===== src/inc/iprc_pkg.sv =====
// package: offsets, field layout and reset values of priority registers 5-9
package iprc_pkg;
  // ---------------------------------------------------------------
  // register map (byte addresses, one aligned word each)
  // ---------------------------------------------------------------
  localparam logic [11:0] IPRC_OFS_CTRL5 = 12'h000;
  localparam logic [11:0] IPRC_OFS_CTRL6 = 12'h004;
  localparam logic [11:0] IPRC_OFS_CTRL7 = 12'h008;
  localparam logic [11:0] IPRC_OFS_CTRL8 = 12'h00c;
  localparam logic [11:0] IPRC_OFS_CTRL9 = 12'h010;
  localparam int IPRC_NUM_REGS = 5;
  // ---------------------------------------------------------------
  // field layout
  // ---------------------------------------------------------------
  localparam int IPRC_FLD_W = 3;
  localparam int IPRC_FLD_HI = 12;
  localparam int IPRC_FLD_MH = 8;
  localparam int IPRC_FLD_ML = 4;
  localparam int IPRC_FLD_LO = 0;
  // implemented bits: 14-12, 10-8, 6-4, 2-0
  localparam logic [15:0] IPRC_IMPL_MASK = 16'h7777;
  // each field resets to 100, priority level 4
  localparam logic [15:0] IPRC_RESET_VAL = 16'h4444;
  localparam logic [2:0] IPRC_PRIO_OFF = 3'h0;
  localparam logic [2:0] IPRC_PRIO_TOP = 3'h7;
endpackage

===== src/hw/iprc_regs.sv =====
// apb slave holding interrupt priority control registers 5 to 9
// Operation
// - field value 111 gives its source priority 7, the highest.
// - values 001 to 111 map linearly to levels 1 to 7.
// - field value 000 disables its source completely.
// - bits 15, 11, 7, 3 read zero and ignore writes.
// - every field resets to 100, priority 4; all fields read/write.
// - reg 5: capture8, capture7, adc2 done, external irq 1.
// - reg 6: timer4, compare4, compare3, dma channel 2 done.
// - reg 7: uart2 tx, uart2 rx, external irq 2, timer5.
// - reg 8: can1 event, can1 rx, spi2 event, spi2 error.
// - reg 9: capture5, capture4, capture3, dma channel 3 done.
//
// Design decisions made here: the APB slave port and the register addresses.
`timescale 1ns/1ps
`default_nettype none
module iprc_regs
  import iprc_pkg::*;
#(
  parameter int ADDR_W = 12
) (
  // clock and reset
  input wire logic mclk,
  input wire logic reset,
  // apb slave
  input wire logic psel,
  input wire logic penable,
  input wire logic pwrite,
  input wire logic [ADDR_W-1:0] paddr,
  input wire logic [31:0] pwdata,
  input wire logic [3:0] pstrb,
  output logic [31:0] prdata,
  output logic pready,
  output logic pslverr,
  // priority levels to arbitration, 0 means source disabled
  output logic [2:0] capture8_prio,
  output logic [2:0] capture7_prio,
  output logic [2:0] adc2_done_prio,
  output logic [2:0] ext_irq1_prio,
  output logic [2:0] timer4_prio,
  output logic [2:0] compare4_prio,
  output logic [2:0] compare3_prio,
  output logic [2:0] dma_ch2_done_prio,
  output logic [2:0] uart2_tx_prio,
  output logic [2:0] uart2_rx_prio,
  output logic [2:0] ext_irq2_prio,
  output logic [2:0] timer5_prio,
  output logic [2:0] can1_event_prio,
  output logic [2:0] can1_rx_prio,
  output logic [2:0] spi2_event_prio,
  output logic [2:0] spi2_error_prio,
  output logic [2:0] capture5_prio,
  output logic [2:0] capture4_prio,
  output logic [2:0] capture3_prio,
  output logic [2:0] dma_ch3_done_prio,
  // per source enable, low when field is 000
  output logic [19:0] sourceEnable
);

  // ---------------------------------------------------------------
  // elaboration checks
  // ---------------------------------------------------------------
  if (ADDR_W < 12) begin : g_chk
    $error("iprc_regs: ADDR_W must be at least 12");
  end

  // ---------------------------------------------------------------
  // register state
  // ---------------------------------------------------------------
  logic [15:0] priorityCtrl5;
  logic [15:0] priorityCtrl6;
  logic [15:0] priorityCtrl7;
  logic [15:0] priorityCtrl8;
  logic [15:0] priorityCtrl9;
  logic [15:0] next_priorityCtrl5;
  logic [15:0] next_priorityCtrl6;
  logic [15:0] next_priorityCtrl7;
  logic [15:0] next_priorityCtrl8;
  logic [15:0] next_priorityCtrl9;
  logic [31:0] next_prdata;
  logic [15:0] lowMask;
  logic [15:0] wrData;
  logic [11:0] offset;
  logic access;
  logic hit;

  // access phase decode; zero wait state slave
  assign access = psel & penable;
  assign offset = paddr[11:0];
  assign pready = 1'b1;
  assign pslverr = access & ~hit;
  // byte lanes of the low half-word only
  assign lowMask = {{8{pstrb[1]}}, {8{pstrb[0]}}};

  // address hit: mapped word and aligned
  always_comb begin
    case (offset)
      IPRC_OFS_CTRL5: hit = 1'b1;
      IPRC_OFS_CTRL6: hit = 1'b1;
      IPRC_OFS_CTRL7: hit = 1'b1;
      IPRC_OFS_CTRL8: hit = 1'b1;
      IPRC_OFS_CTRL9: hit = 1'b1;
      default: hit = 1'b0;
    endcase
  end

  // ---------------------------------------------------------------
  // write path
  // ---------------------------------------------------------------
  // merge written lanes, unimplemented bits stay zero
  function automatic logic [15:0] merge(input logic [15:0] old,
                                        input logic [15:0] wd,
                                        input logic [15:0] lm);
    merge = ((wd & lm) | (old & ~lm)) & IPRC_IMPL_MASK;
  endfunction

  assign wrData = pwdata[15:0];

  // next register values
  always_comb begin
    next_priorityCtrl5 = priorityCtrl5;
    next_priorityCtrl6 = priorityCtrl6;
    next_priorityCtrl7 = priorityCtrl7;
    next_priorityCtrl8 = priorityCtrl8;
    next_priorityCtrl9 = priorityCtrl9;
    if (reset) begin
      next_priorityCtrl5 = IPRC_RESET_VAL;
      next_priorityCtrl6 = IPRC_RESET_VAL;
      next_priorityCtrl7 = IPRC_RESET_VAL;
      next_priorityCtrl8 = IPRC_RESET_VAL;
      next_priorityCtrl9 = IPRC_RESET_VAL;
    end else if (access && pwrite) begin
      case (offset)
        IPRC_OFS_CTRL5: begin
          next_priorityCtrl5 = merge(priorityCtrl5, wrData, lowMask);
        end
        IPRC_OFS_CTRL6: begin
          next_priorityCtrl6 = merge(priorityCtrl6, wrData, lowMask);
        end
        IPRC_OFS_CTRL7: begin
          next_priorityCtrl7 = merge(priorityCtrl7, wrData, lowMask);
        end
        IPRC_OFS_CTRL8: begin
          next_priorityCtrl8 = merge(priorityCtrl8, wrData, lowMask);
        end
        IPRC_OFS_CTRL9: begin
          next_priorityCtrl9 = merge(priorityCtrl9, wrData, lowMask);
        end
        default: begin
        end
      endcase
    end
  end

  // register the priority words
  always_ff @(posedge mclk) begin
    priorityCtrl5 <= next_priorityCtrl5;
    priorityCtrl6 <= next_priorityCtrl6;
    priorityCtrl7 <= next_priorityCtrl7;
    priorityCtrl8 <= next_priorityCtrl8;
    priorityCtrl9 <= next_priorityCtrl9;
  end

  // ---------------------------------------------------------------
  // read path
  // ---------------------------------------------------------------
  // read data, registered; prdata valid during access phase
  always_comb begin
    next_prdata = prdata;
    if (reset) begin
      next_prdata = 32'h0000_0000;
    end else if (psel && !penable && !pwrite) begin
      case (offset)
        IPRC_OFS_CTRL5: next_prdata = {16'h0000, priorityCtrl5};
        IPRC_OFS_CTRL6: next_prdata = {16'h0000, priorityCtrl6};
        IPRC_OFS_CTRL7: next_prdata = {16'h0000, priorityCtrl7};
        IPRC_OFS_CTRL8: next_prdata = {16'h0000, priorityCtrl8};
        IPRC_OFS_CTRL9: next_prdata = {16'h0000, priorityCtrl9};
        default: next_prdata = 32'h0000_0000;
      endcase
    end
  end

  // register read data
  always_ff @(posedge mclk) begin
    prdata <= next_prdata;
  end

  // ---------------------------------------------------------------
  // field outputs to arbitration
  // ---------------------------------------------------------------
  // register 5 fields
  assign capture8_prio = priorityCtrl5[IPRC_FLD_HI +: IPRC_FLD_W];
  assign capture7_prio = priorityCtrl5[IPRC_FLD_MH +: IPRC_FLD_W];
  assign adc2_done_prio = priorityCtrl5[IPRC_FLD_ML +: IPRC_FLD_W];
  assign ext_irq1_prio = priorityCtrl5[IPRC_FLD_LO +: IPRC_FLD_W];
  // register 6 fields
  assign timer4_prio = priorityCtrl6[IPRC_FLD_HI +: IPRC_FLD_W];
  assign compare4_prio = priorityCtrl6[IPRC_FLD_MH +: IPRC_FLD_W];
  assign compare3_prio = priorityCtrl6[IPRC_FLD_ML +: IPRC_FLD_W];
  assign dma_ch2_done_prio = priorityCtrl6[IPRC_FLD_LO +: IPRC_FLD_W];
  // register 7 fields
  assign uart2_tx_prio = priorityCtrl7[IPRC_FLD_HI +: IPRC_FLD_W];
  assign uart2_rx_prio = priorityCtrl7[IPRC_FLD_MH +: IPRC_FLD_W];
  assign ext_irq2_prio = priorityCtrl7[IPRC_FLD_ML +: IPRC_FLD_W];
  assign timer5_prio = priorityCtrl7[IPRC_FLD_LO +: IPRC_FLD_W];
  // register 8 fields
  assign can1_event_prio = priorityCtrl8[IPRC_FLD_HI +: IPRC_FLD_W];
  assign can1_rx_prio = priorityCtrl8[IPRC_FLD_MH +: IPRC_FLD_W];
  assign spi2_event_prio = priorityCtrl8[IPRC_FLD_ML +: IPRC_FLD_W];
  assign spi2_error_prio = priorityCtrl8[IPRC_FLD_LO +: IPRC_FLD_W];
  // register 9 fields
  assign capture5_prio = priorityCtrl9[IPRC_FLD_HI +: IPRC_FLD_W];
  assign capture4_prio = priorityCtrl9[IPRC_FLD_MH +: IPRC_FLD_W];
  assign capture3_prio = priorityCtrl9[IPRC_FLD_ML +: IPRC_FLD_W];
  assign dma_ch3_done_prio = priorityCtrl9[IPRC_FLD_LO +: IPRC_FLD_W];

  // level is the field value itself, 1..7 linear, 7 on top
  // a zero field masks the source from arbitration
  always_comb begin
    sourceEnable[0] = capture8_prio != IPRC_PRIO_OFF;
    sourceEnable[1] = capture7_prio != IPRC_PRIO_OFF;
    sourceEnable[2] = adc2_done_prio != IPRC_PRIO_OFF;
    sourceEnable[3] = ext_irq1_prio != IPRC_PRIO_OFF;
    sourceEnable[4] = timer4_prio != IPRC_PRIO_OFF;
    sourceEnable[5] = compare4_prio != IPRC_PRIO_OFF;
    sourceEnable[6] = compare3_prio != IPRC_PRIO_OFF;
    sourceEnable[7] = dma_ch2_done_prio != IPRC_PRIO_OFF;
    sourceEnable[8] = uart2_tx_prio != IPRC_PRIO_OFF;
    sourceEnable[9] = uart2_rx_prio != IPRC_PRIO_OFF;
    sourceEnable[10] = ext_irq2_prio != IPRC_PRIO_OFF;
    sourceEnable[11] = timer5_prio != IPRC_PRIO_OFF;
    sourceEnable[12] = can1_event_prio != IPRC_PRIO_OFF;
    sourceEnable[13] = can1_rx_prio != IPRC_PRIO_OFF;
    sourceEnable[14] = spi2_event_prio != IPRC_PRIO_OFF;
    sourceEnable[15] = spi2_error_prio != IPRC_PRIO_OFF;
    sourceEnable[16] = capture5_prio != IPRC_PRIO_OFF;
    sourceEnable[17] = capture4_prio != IPRC_PRIO_OFF;
    sourceEnable[18] = capture3_prio != IPRC_PRIO_OFF;
    sourceEnable[19] = dma_ch3_done_prio != IPRC_PRIO_OFF;
  end

  // ---------------------------------------------------------------
  // assertions
  // ---------------------------------------------------------------
  // unimplemented bits never hold a one in any register
  a_unimpl_zero: assert property (
    @(posedge mclk) disable iff (reset)
    (priorityCtrl5 & ~IPRC_IMPL_MASK) == 16'h0000 &&
    (priorityCtrl6 & ~IPRC_IMPL_MASK) == 16'h0000 &&
    (priorityCtrl7 & ~IPRC_IMPL_MASK) == 16'h0000 &&
    (priorityCtrl8 & ~IPRC_IMPL_MASK) == 16'h0000 &&
    (priorityCtrl9 & ~IPRC_IMPL_MASK) == 16'h0000)
    else $error("unimplemented bits set");
  // read data shows zero outside the fields
  a_read_high: assert property (
    @(posedge mclk) disable iff (reset)
    access && !pwrite |->
    (prdata & ~{16'h0000, IPRC_IMPL_MASK}) == 32'h0000_0000)
    else $error("unimplemented read bits not zero");
  // every word back at level 4 one edge after reset
  a_reset_value: assert property (
    @(posedge mclk)
    $past(reset) |-> priorityCtrl5 == IPRC_RESET_VAL &&
    priorityCtrl6 == IPRC_RESET_VAL && priorityCtrl7 == IPRC_RESET_VAL &&
    priorityCtrl8 == IPRC_RESET_VAL && priorityCtrl9 == IPRC_RESET_VAL &&
    ext_irq1_prio == 3'h4 && prdata == 32'h0000_0000)
    else $error("priority not 4 after reset");
  // register 5 field positions
  a_map_reg5: assert property (
    @(posedge mclk) disable iff (reset)
    access && pwrite && offset == IPRC_OFS_CTRL5 && pstrb[1] && pstrb[0]
    |=> capture8_prio == $past(pwdata[14:12]) &&
    adc2_done_prio == $past(pwdata[6:4]))
    else $error("register 5 fields misplaced");
  // register 6 top field takes the written value
  a_write_lands: assert property (
    @(posedge mclk) disable iff (reset)
    access && pwrite && offset == IPRC_OFS_CTRL6 && pstrb[1]
    |=> timer4_prio == $past(pwdata[14:12]))
    else $error("timer4 priority write lost");
  // 111 gives the top level and an enabled source
  a_top_level: assert property (
    @(posedge mclk) disable iff (reset)
    access && pwrite && offset == IPRC_OFS_CTRL5 && pstrb[0] &&
    pwdata[2:0] == IPRC_PRIO_TOP
    |=> ext_irq1_prio == 3'h7 && sourceEnable[3])
    else $error("111 does not give level 7");
  // writing 000 masks the source
  a_disable_src: assert property (
    @(posedge mclk) disable iff (reset)
    access && pwrite && offset == IPRC_OFS_CTRL8 && pstrb[1] &&
    pwdata[14:12] == IPRC_PRIO_OFF
    |=> can1_event_prio == 3'h0 && !sourceEnable[12])
    else $error("zero field not disabling source");
  // register 8 low field positions
  a_field_map8: assert property (
    @(posedge mclk) disable iff (reset)
    access && pwrite && offset == IPRC_OFS_CTRL8 && pstrb[0]
    |=> spi2_error_prio == $past(pwdata[2:0]) &&
    spi2_event_prio == $past(pwdata[6:4]))
    else $error("register 8 low fields misplaced");
  // a write elsewhere leaves register 7 alone
  a_other_hold: assert property (
    @(posedge mclk) disable iff (reset)
    access && pwrite && offset != IPRC_OFS_CTRL7
    |=> $stable(priorityCtrl7))
    else $error("register 7 changed by foreign write");
  // read data of register 9 stands in the access phase
  a_read_back: assert property (
    @(posedge mclk) disable iff (reset)
    psel && !penable && !pwrite && offset == IPRC_OFS_CTRL9
    ##1 access |-> prdata == {16'h0000, priorityCtrl9})
    else $error("register 9 read mismatch");
  // 001 gives the lowest enabled level
  a_linear_lvl: assert property (
    @(posedge mclk) disable iff (reset)
    access && pwrite && offset == IPRC_OFS_CTRL5 && pstrb[1] &&
    pwdata[10:8] == 3'h1
    |=> capture7_prio == 3'h1 && sourceEnable[1])
    else $error("001 does not give level 1");

endmodule
`default_nettype wire


===== config.mk =====
export PLATFORM = sky130hd
export DESIGN_NAME = iprc_regs
export DESIGN_NICKNAME = d
export VERILOG_FILES = /design/src/inc/iprc_pkg.sv /design/src/hw/iprc_regs.sv
export SDC_FILE = /design/constraint.sdc
export NUM_CORES = 1
export LEC_CHECK = 0
export ABC_CLOCK_PERIOD_IN_PS = 1200
export BUFFER_PORTS_ARGS = -buffer_cell sky130_fd_sc_hd__buf_2
export CAP_MARGIN = 20
export CELL_PAD_IN_SITES_DETAIL_PLACEMENT = 1
export CELL_PAD_IN_SITES_GLOBAL_PLACEMENT = 1
export CORE_MARGIN = 5
export CORE_UTILIZATION = 32
export DETAILED_ROUTE_END_ITERATION = 8
export PLACE_DENSITY = 0.87
export SLEW_MARGIN = 10
export SYNTH_ARGS = -nofsm -noshare
export SYNTH_HDL_FRONTEND = slang
export SYNTH_SLANG_ARGS = --single-unit

===== constraint.sdc =====
create_clock -name mclk -period 1.2 [get_ports mclk]
set_input_delay 0.06 -clock mclk [delete_from_list [all_inputs] [get_ports mclk]]
set_output_delay 0.06 -clock mclk [all_outputs]
set_load 0.05 [all_outputs]

======== Word-level counts from Yosys, hierarchy flattened ========
Index checks and enable logic that the tools add are counted.
operators by class
  bitwise operators ....................... 15
  multiplexer cells ....................... 2
  reduce and logical (&&, ||, !) cells .... 32
  equal/unequal tests ..................... 4
operator list
  operator             count
  $and 15x15->15       6
  $or 15x15->15        5
  $pmux 15 s5          1
  $reduce_bool 3->1    20
  $eq 12x4->1 const B  2
  $not 15->15          1
  $eq 12x3->1 const B  1
  $eq 12x5->1 const B  1
  $logic_not 12->1     1
  $reduce_and 2->1     5
  $reduce_or 5->1      1
  $logic_and 1x1->1    3
  $and 1x1->1          2
  $logic_not 1->1      2
  $mux 1               1
  $not 1->1            1
storage, ports and cells
  output and inout bits ................... 114
  register bits ........................... 92

======== Longest topological paths before layout ========
Gate-level depths: netlist (run 1).
  word-level depth ........................ 5
  mapped depth ............................ 6
  depth with buffers taken out ............ 4

======== Worst setup path after synthesis (run 1) ========
OpenSTA, ideal clock, no wires.
  path kind ............................... flip-flop to flip-flop
  start ................................... register with a tool-made name
  end ..................................... register prdata[14]
  required time ........................... 1,078 ps
  cell stages (with the launch flop) ...... 3
  arrival ................................. 1,332 ps
  library setup time ...................... 122 ps
  period minus slack after synthesis ...... 1,454 ps
  slack ................................... -254 ps
  cells stage by stage .................... dfxtp_1 > mux4_1 > a221o_1
RTL lines
  element               RTL line          RTL
  end signal, assigned  iprc_regs.sv:186  prdata <= next_prdata;
  end, declared         iprc_regs.sv:32   output logic [31:0] prdata,

==> results of run 1 <==
-- cell families (layout without fill, tap and decap cells) --
group                  count (synthesis)  after routing  synth area share, %
DFF                                   72             72                 39.3
buffers and inverters                 40            250                 7.96
muxes                                 72             72                 23.9
other                                  2             21                0.205
and+or+nand+nor                      137            137                 25.1
AOI/OAI and AO/OA                     13             13                 3.55
-- worst max-delay path: cells and delay by family (launching register included) --
kind	cells	cell delay, ps
buffers and inverters	2	270
and+or+nand+nor	1	400
DFF	1	350
-- what timing repair did --
action	in CTS	in global routing
endpoints found under the hold margin	0	0
pin swaps	22	13
setup buffers	30	10
hold buffers	0	0
setup endpoints to repair	32	83
resized for setup	109	47
-- layout make-up --
| type | count | area, sq um |
|---|---|---|
| clock buffers | 10 | 229 |
| clock inverters | 6 | 61.3 |
| fillers | 1221 | 5180 |
| multi-input cells | 243 | 2110 |
| flip-flops and latches | 72 | 1640 |
| well taps | 143 | 179 |
| repair buffers | 234 | 1920 |
-- layer usage --
layer  part of all wire, %  vias up  track usage, %
met5                     0        -               0
met4                   1.4        0            6.12
met3                   5.2       12            3.96
met2                    56      119            38.6
met1                    38     1736            22.9
li1                      -     1596               -
-- cell usage in the layout (no fill, tap or decap), types with 2 or more instances in the layout --
cell type and count:
nor3_2 2, mux4_2 12, nand3_4 2, nand4_4 6, mux2i_1 58, buf_6 55
mux2i_2 2, or3_4 18, nor2b_1 2, buf_2 83, buf_4 69, buf_8 12
or3_1 2, dfxtp_1 15, clkbuf_4 9, dfxtp_2 7, nand2b_1 49, and3_1 3
a221o_1 12, conb_1 21, buf_12 6, and2_1 13, nor2_1 29, nand2_1 3
clkbuf_16 9, and3_4 2, clkinv_2 3, dfxtp_4 50
-- final timing paths --
check	start	endpoint	slack (ps)
worst max-delay path	flop	sourceEnable[10]	-200
worst min-delay path	pwdata[2]	flop	70
worst max register to register	flop	prdata[5]	-170
worst min register to register	flop	flop	500
-- through the flow --
step                      area, sq um  instances  TNS [ps]  hold WS [ps]
final                            6140        708     -3980          74.4
after global routing             6140        708     -5200          79.5
after CTS                        5910        698     -4080          66.4
after detailed placement         5020        652    -13050           407
after global placement           5020        652     -9340           374
after floorplan                  3910        355      -689           259
-- power by group through the flow --
stage	registers, mW	logic, mW	clock network, mW
after CTS	2.28	0.468	2.68
after global routing	2.28	0.506	2.78
after detailed placement	2.34	0.464	0
final	2.28	0.476	2.62
after floorplan	2.34	0.366	0
after global placement	2.34	0.452	0
==> out/metrics.csv, run 1 <==
metric,value,unit
chain of cells forming the critical path,"buf_6, or3_4, buf_8",
post-place setup slack,-227,ps
Via density,4.89,
remaining number of nets flagged by the antenna check after routing,0,
clock transition at the registers of the reported paths,60,ps
clock tree buffer depth,2,
total setup violations reported at the end of the flow,31,
WP data arrival,1340,ps
final hold violation count,0,
TritonCTS clock tree,yes,
sequential group share of total power,42.3,%
static leakage,2.98,nW
failing checks,negative setup slack,
Slowest cell on crit path,or3_4,
Hold Path Class,in2reg,
Startpoint Class,flop,
most used standard cell by instance count after synthesis,dfxtp_1,
"Core Util, Final",54.2,%
Layout Nets,613,
Crit. End Element,output pin,
Root Buffer Master,clkbuf_16,
"area leader, netlist",dfxtp_1,
Core ar.,0.0113,sq mm
Area growth syn-to-layout,67.5,%
maximum number of pins on one net before global-route repair,37,
worst-case vdd ir drop,624,uV
half-perimeter wire length after placement,9.92,mm
switching pwr,1.35,mW
number of DRC violations after detailed routing,0,
total overflow reported by the global router,0,
Final Cycle Share,117,%
via count of the first global-routing pass,3863,
die extent in x,117,um
Final Max Slew Viols,0,
most frequent cells after synthesis,"dfxtp_1 (72), mux2i_1 (60), nand2b_1 (49), nor2_1 (29), buf_4 (24)",
vias post-DR,3463,
global placement routability congestion,0.844,
run status,"finished, violations left",
die boundary height,117,um
post-synthesis instance total,336,
antenna violations before repair,0,
RSZ-0062 raised after global routing,yes,
input/output buffers,123,
"Async S/R FF share, synth",0,%
worst hold path cell count,3,
required time reported for the critical path endpoint,1140,ps
peak fanout along the critical path,2,
category of the most critical setup path,reg2out,
Fin Clk Skew,8.59,ps
overall power consumption,5.38,mW
Std-Cell Rows,39,
average detailed-routed wire length per instance,20.1,um
share of post-route cells with drive strength above 1,62.7,%
average cell area after synthesis,10.9,sq um
Num CTS Buffers,9,
post-synthesis instance area,0.00366,sq mm
Cell Pwr Density,876,mW/mm^2
"FF+latch count, synth",72,
detailed router's first-iteration violation count,163,
warnings from Yosys,0,
Total GRT Usage,20.4,%
count of different cell masters after synthesis,30,
Combinational Power Share,8.9,%
Synth Flop Type,dfxtp_1,
fmax,0.712,GHz
number of enable flip-flop cells after synthesis,0,
top cell type's share of synthesized area,39.3,%
largest incremental delay on the critical path,400,ps
most area-consuming cells after synthesis,"dfxtp_1 (39%), mux2i_1 (16%), nand2b_1 (8.4%)",
number of diodes,0,
Tmin final,1400,ps
sequential area share after synthesis,39.3,%
logic depth of the worst register-to-register path,3,
share of total power consumed by net switching,25.1,%
clock sink count,72,
"crit path setup slack, layout",-204,ps
starting density of the core,32.4,%
count of H-tree levels built during CTS,3,
number of optimization iterations in the first detailed-route pass,4,
die footprint,0.0137,sq mm
top-level port count,167,
wire length reported by the detailed router,14.2,mm
internal power component,4.03,mW
first-pass GRT wire length,21.3,mm
"Clk Latency, worst-skew pair",320,ps
part of the power in the clock network,48.8,%
number of violations of the max-capacitance limit,0,
No activity file was read; power rests on OpenSTA's default activity.
==> run 2: changes to the inputs <==
--- a/config.mk
+++ b/config.mk
@@ -5,13 +5,14 @@
 export SDC_FILE = /design/constraint.sdc
 export NUM_CORES = 1
 export LEC_CHECK = 0
+export ABC_AREA = 1
 export ABC_CLOCK_PERIOD_IN_PS = 1200
 export BUFFER_PORTS_ARGS = -buffer_cell sky130_fd_sc_hd__buf_2
 export CAP_MARGIN = 20
 export CELL_PAD_IN_SITES_DETAIL_PLACEMENT = 1
 export CELL_PAD_IN_SITES_GLOBAL_PLACEMENT = 1
 export CORE_MARGIN = 5
-export CORE_UTILIZATION = 32
+export CORE_UTILIZATION = 29
 export DETAILED_ROUTE_END_ITERATION = 8
 export PLACE_DENSITY = 0.87
 export SLEW_MARGIN = 10
==> run 2 against run 1 <==
The run now ends clean; sequential power rose by 6%; first-iteration DRC count rose by 91%; synthesized cell count rose by 88%; fmax rose by 19%; via count rose by 27%; wire length rose by 6.8%; worst hold slack got worse by 43 ps; register-to-register slack improved by 460 ps; worst setup slack improved by 230 ps; clock skew fell by 2.0 ps; critical path depth rose by 6; largest power group is now sequential cells.
==> out/metrics.csv, run 2 <==
metric,value,unit
post-synthesis instance area,0.00393,sq mm
total setup violations reported at the end of the flow,0,
static leakage,2.87,nW
sequential area share after synthesis,36.6,%
number of DRC violations after detailed routing,0,
Cell Pwr Density,1060,mW/mm^2
peak fanout along the critical path,5,
Area growth syn-to-layout,28.9,%
Final Max Slew Viols,0,
clock sink count,72,
GR Util met1,24.9,%
category of the most critical setup path,in2out,
Synth Flop Type,dfxtp_1,
number of inserted filler cells in the final layout,1776,
clock tree buffer depth,2,
share of post-route cells with drive strength above 1,26.1,%
WP data arrival,1120,ps
average cell area after synthesis,6.22,sq um
Root Buffer Master,clkbuf_16,
worst-case vdd ir drop,697,uV
"area leader, netlist",dfxtp_1,
warnings from Yosys,0,
Std-Cell Rows,42,
"most common cell after layout, fill and taps aside",nand2_1,
Num CTS Buffers,9,
final hold violation count,0,
top-level port count,167,
Layout Nets,811,
met3 track demand over resource,3.61,%
detailed router's first-iteration violation count,312,
TritonCTS clock tree,yes,
die footprint,0.0160,sq mm
global placement routability congestion,0.790,
die boundary height,126,um
run status,finished clean,
Startpoint Class,input port,
Via density,4.71,
required time reported for the critical path endpoint,1140,ps
Fin Clk Skew,6.62,ps
met2 routing resource usage after global routing,30.5,%
Core ar.,0.0133,sq mm
Tmin final,1180,ps
clock transition at the registers of the reported paths,60,ps
vias post-DR,4414,
first-pass GRT wire length,24.1,mm
average detailed-routed wire length per instance,16.2,um
"FF+latch count, synth",72,
RSZ-0062 raised after global routing,yes,
half-perimeter wire length after placement,11.0,mm
top cell type's share of synthesized area,36.6,%
number of diodes,0,
antenna violations before repair,0,
remaining number of nets flagged by the antenna check after routing,0,
count of H-tree levels built during CTS,3,
post-synthesis instance total,632,
number of violations of the max-capacitance limit,0,
number of enable flip-flop cells after synthesis,0,
Final Cycle Share,98.0,%
maximum number of pins on one net before global-route repair,37,
most frequent cells after synthesis,"nand2_1 (189), nor2_1 (122), nand3_1 (84), dfxtp_1 (72), inv_1 (67)",
highest-utilization routing layer at the global route stage,met2,
via count of the first global-routing pass,4468,
most area-consuming cells after synthesis,"dfxtp_1 (37%), nand2_1 (18%), nor2_1 (12%)",
hold buffer count at CTS,0,
Hold Path Class,in2reg,
"Core Util, Final",38.2,%
wire length reported by the detailed router,15.2,mm
"Clk Latency, worst-skew pair",330,ps
count of different cell masters after synthesis,18,
"Async S/R FF share, synth",0,%
number of optimization iterations in the first detailed-route pass,5,
die extent in x,126,um
starting density of the core,29.6,%
most used standard cell by instance count after synthesis,nand2_1,
Total GRT Usage,18.8,%
fmax,0.851,GHz
total overflow reported by the global router,0,
overall power consumption,5.38,mW
input/output buffers,123,
most frequent cells in the layout,"nand2_1 (183), nor2_1 (117), buf_2 (99)",
Crit. End Element,output pin,
## run 2: cell type report
cell class	instances	area [sq um]	share of cell area (%)
repair buffers	145	908	17.9
clock buffers	13	250	4.93
flip-flops and latches	72	1460	28.7
multi-input cells	460	1970	38.8
inverters	70	263	5.18
well taps	176	220	4.34
clock inverters	1	5.00	0.0987
## run 2: report_power, final
| part | internal, mW | total [mW] | switching, mW |
|---|---|---|---|
| sequential | 2.41 | 2.42 | 0.00909 |
| combinational | 0.120 | 0.547 | 0.427 |
| clock | 1.43 | 2.42 | 0.986 |
## run 2: cell families (layout without fill, tap and decap cells)
kind of cell	Yosys count	in the layout	share of synthesized area, %
other	2	21	0.191
AND/OR/NAND/NOR	415	415	43.8
flip-flops	72	72	36.6
buffers and inverters	119	229	16.3
AO/OA/AOI/OAI	24	24	3.05
## run 2: repair_timing
| action | in CTS | in global routing |
|---|---|---|
| pin swaps | 2 | 12 |
| gates resized for setup | 14 | 43 |
| endpoints found under the setup margin | 8 | 35 |
| cloned | 0 | 0 |
| buffers inserted | 1 | 0 |
## run 2: worst paths after layout
check	from	end	slack, ps	cells after the start
max	paddr[8]	pslverr	20	9
min	pwdata[14]	flop	30	3
min reg2reg	flop	flop	520	2
max reg2reg	flop	prdata[13]	290	4
## run 2: per-stage QoR
step	hold WS (ps)	setup TNS (ps)	area, sq um	std cells	setup WS [ps]
after floorplan	173	0	4010	651	29.1
after global routing	46.5	-55.3	5070	937	-43.0
after detailed placement	364	-9100	4660	923	-194
after CTS	26.6	0	4960	938	1.38
final	31.6	0	5070	937	24.4
after global placement	363	-5630	4660	923	-114
## run 2: worst max-delay path, cell delays in order
cell	delay, ps
buf_6	100
nor2_4	90
nand2_2	80
nor2_4	230
nand2_2	120
buf_6	120
nand4_1	100
nor2_1	70
buf_6	150
## run 2: metal layers
| layer | vias to the layer above | part of all wire (%) |
|---|---|---|
| li1 | 2136 | - |
| met1 | 2107 | 44 |
| met2 | 146 | 48 |
| met3 | 25 | 5.9 |
| met4 | 0 | 2.1 |
| met5 | - | 0 |
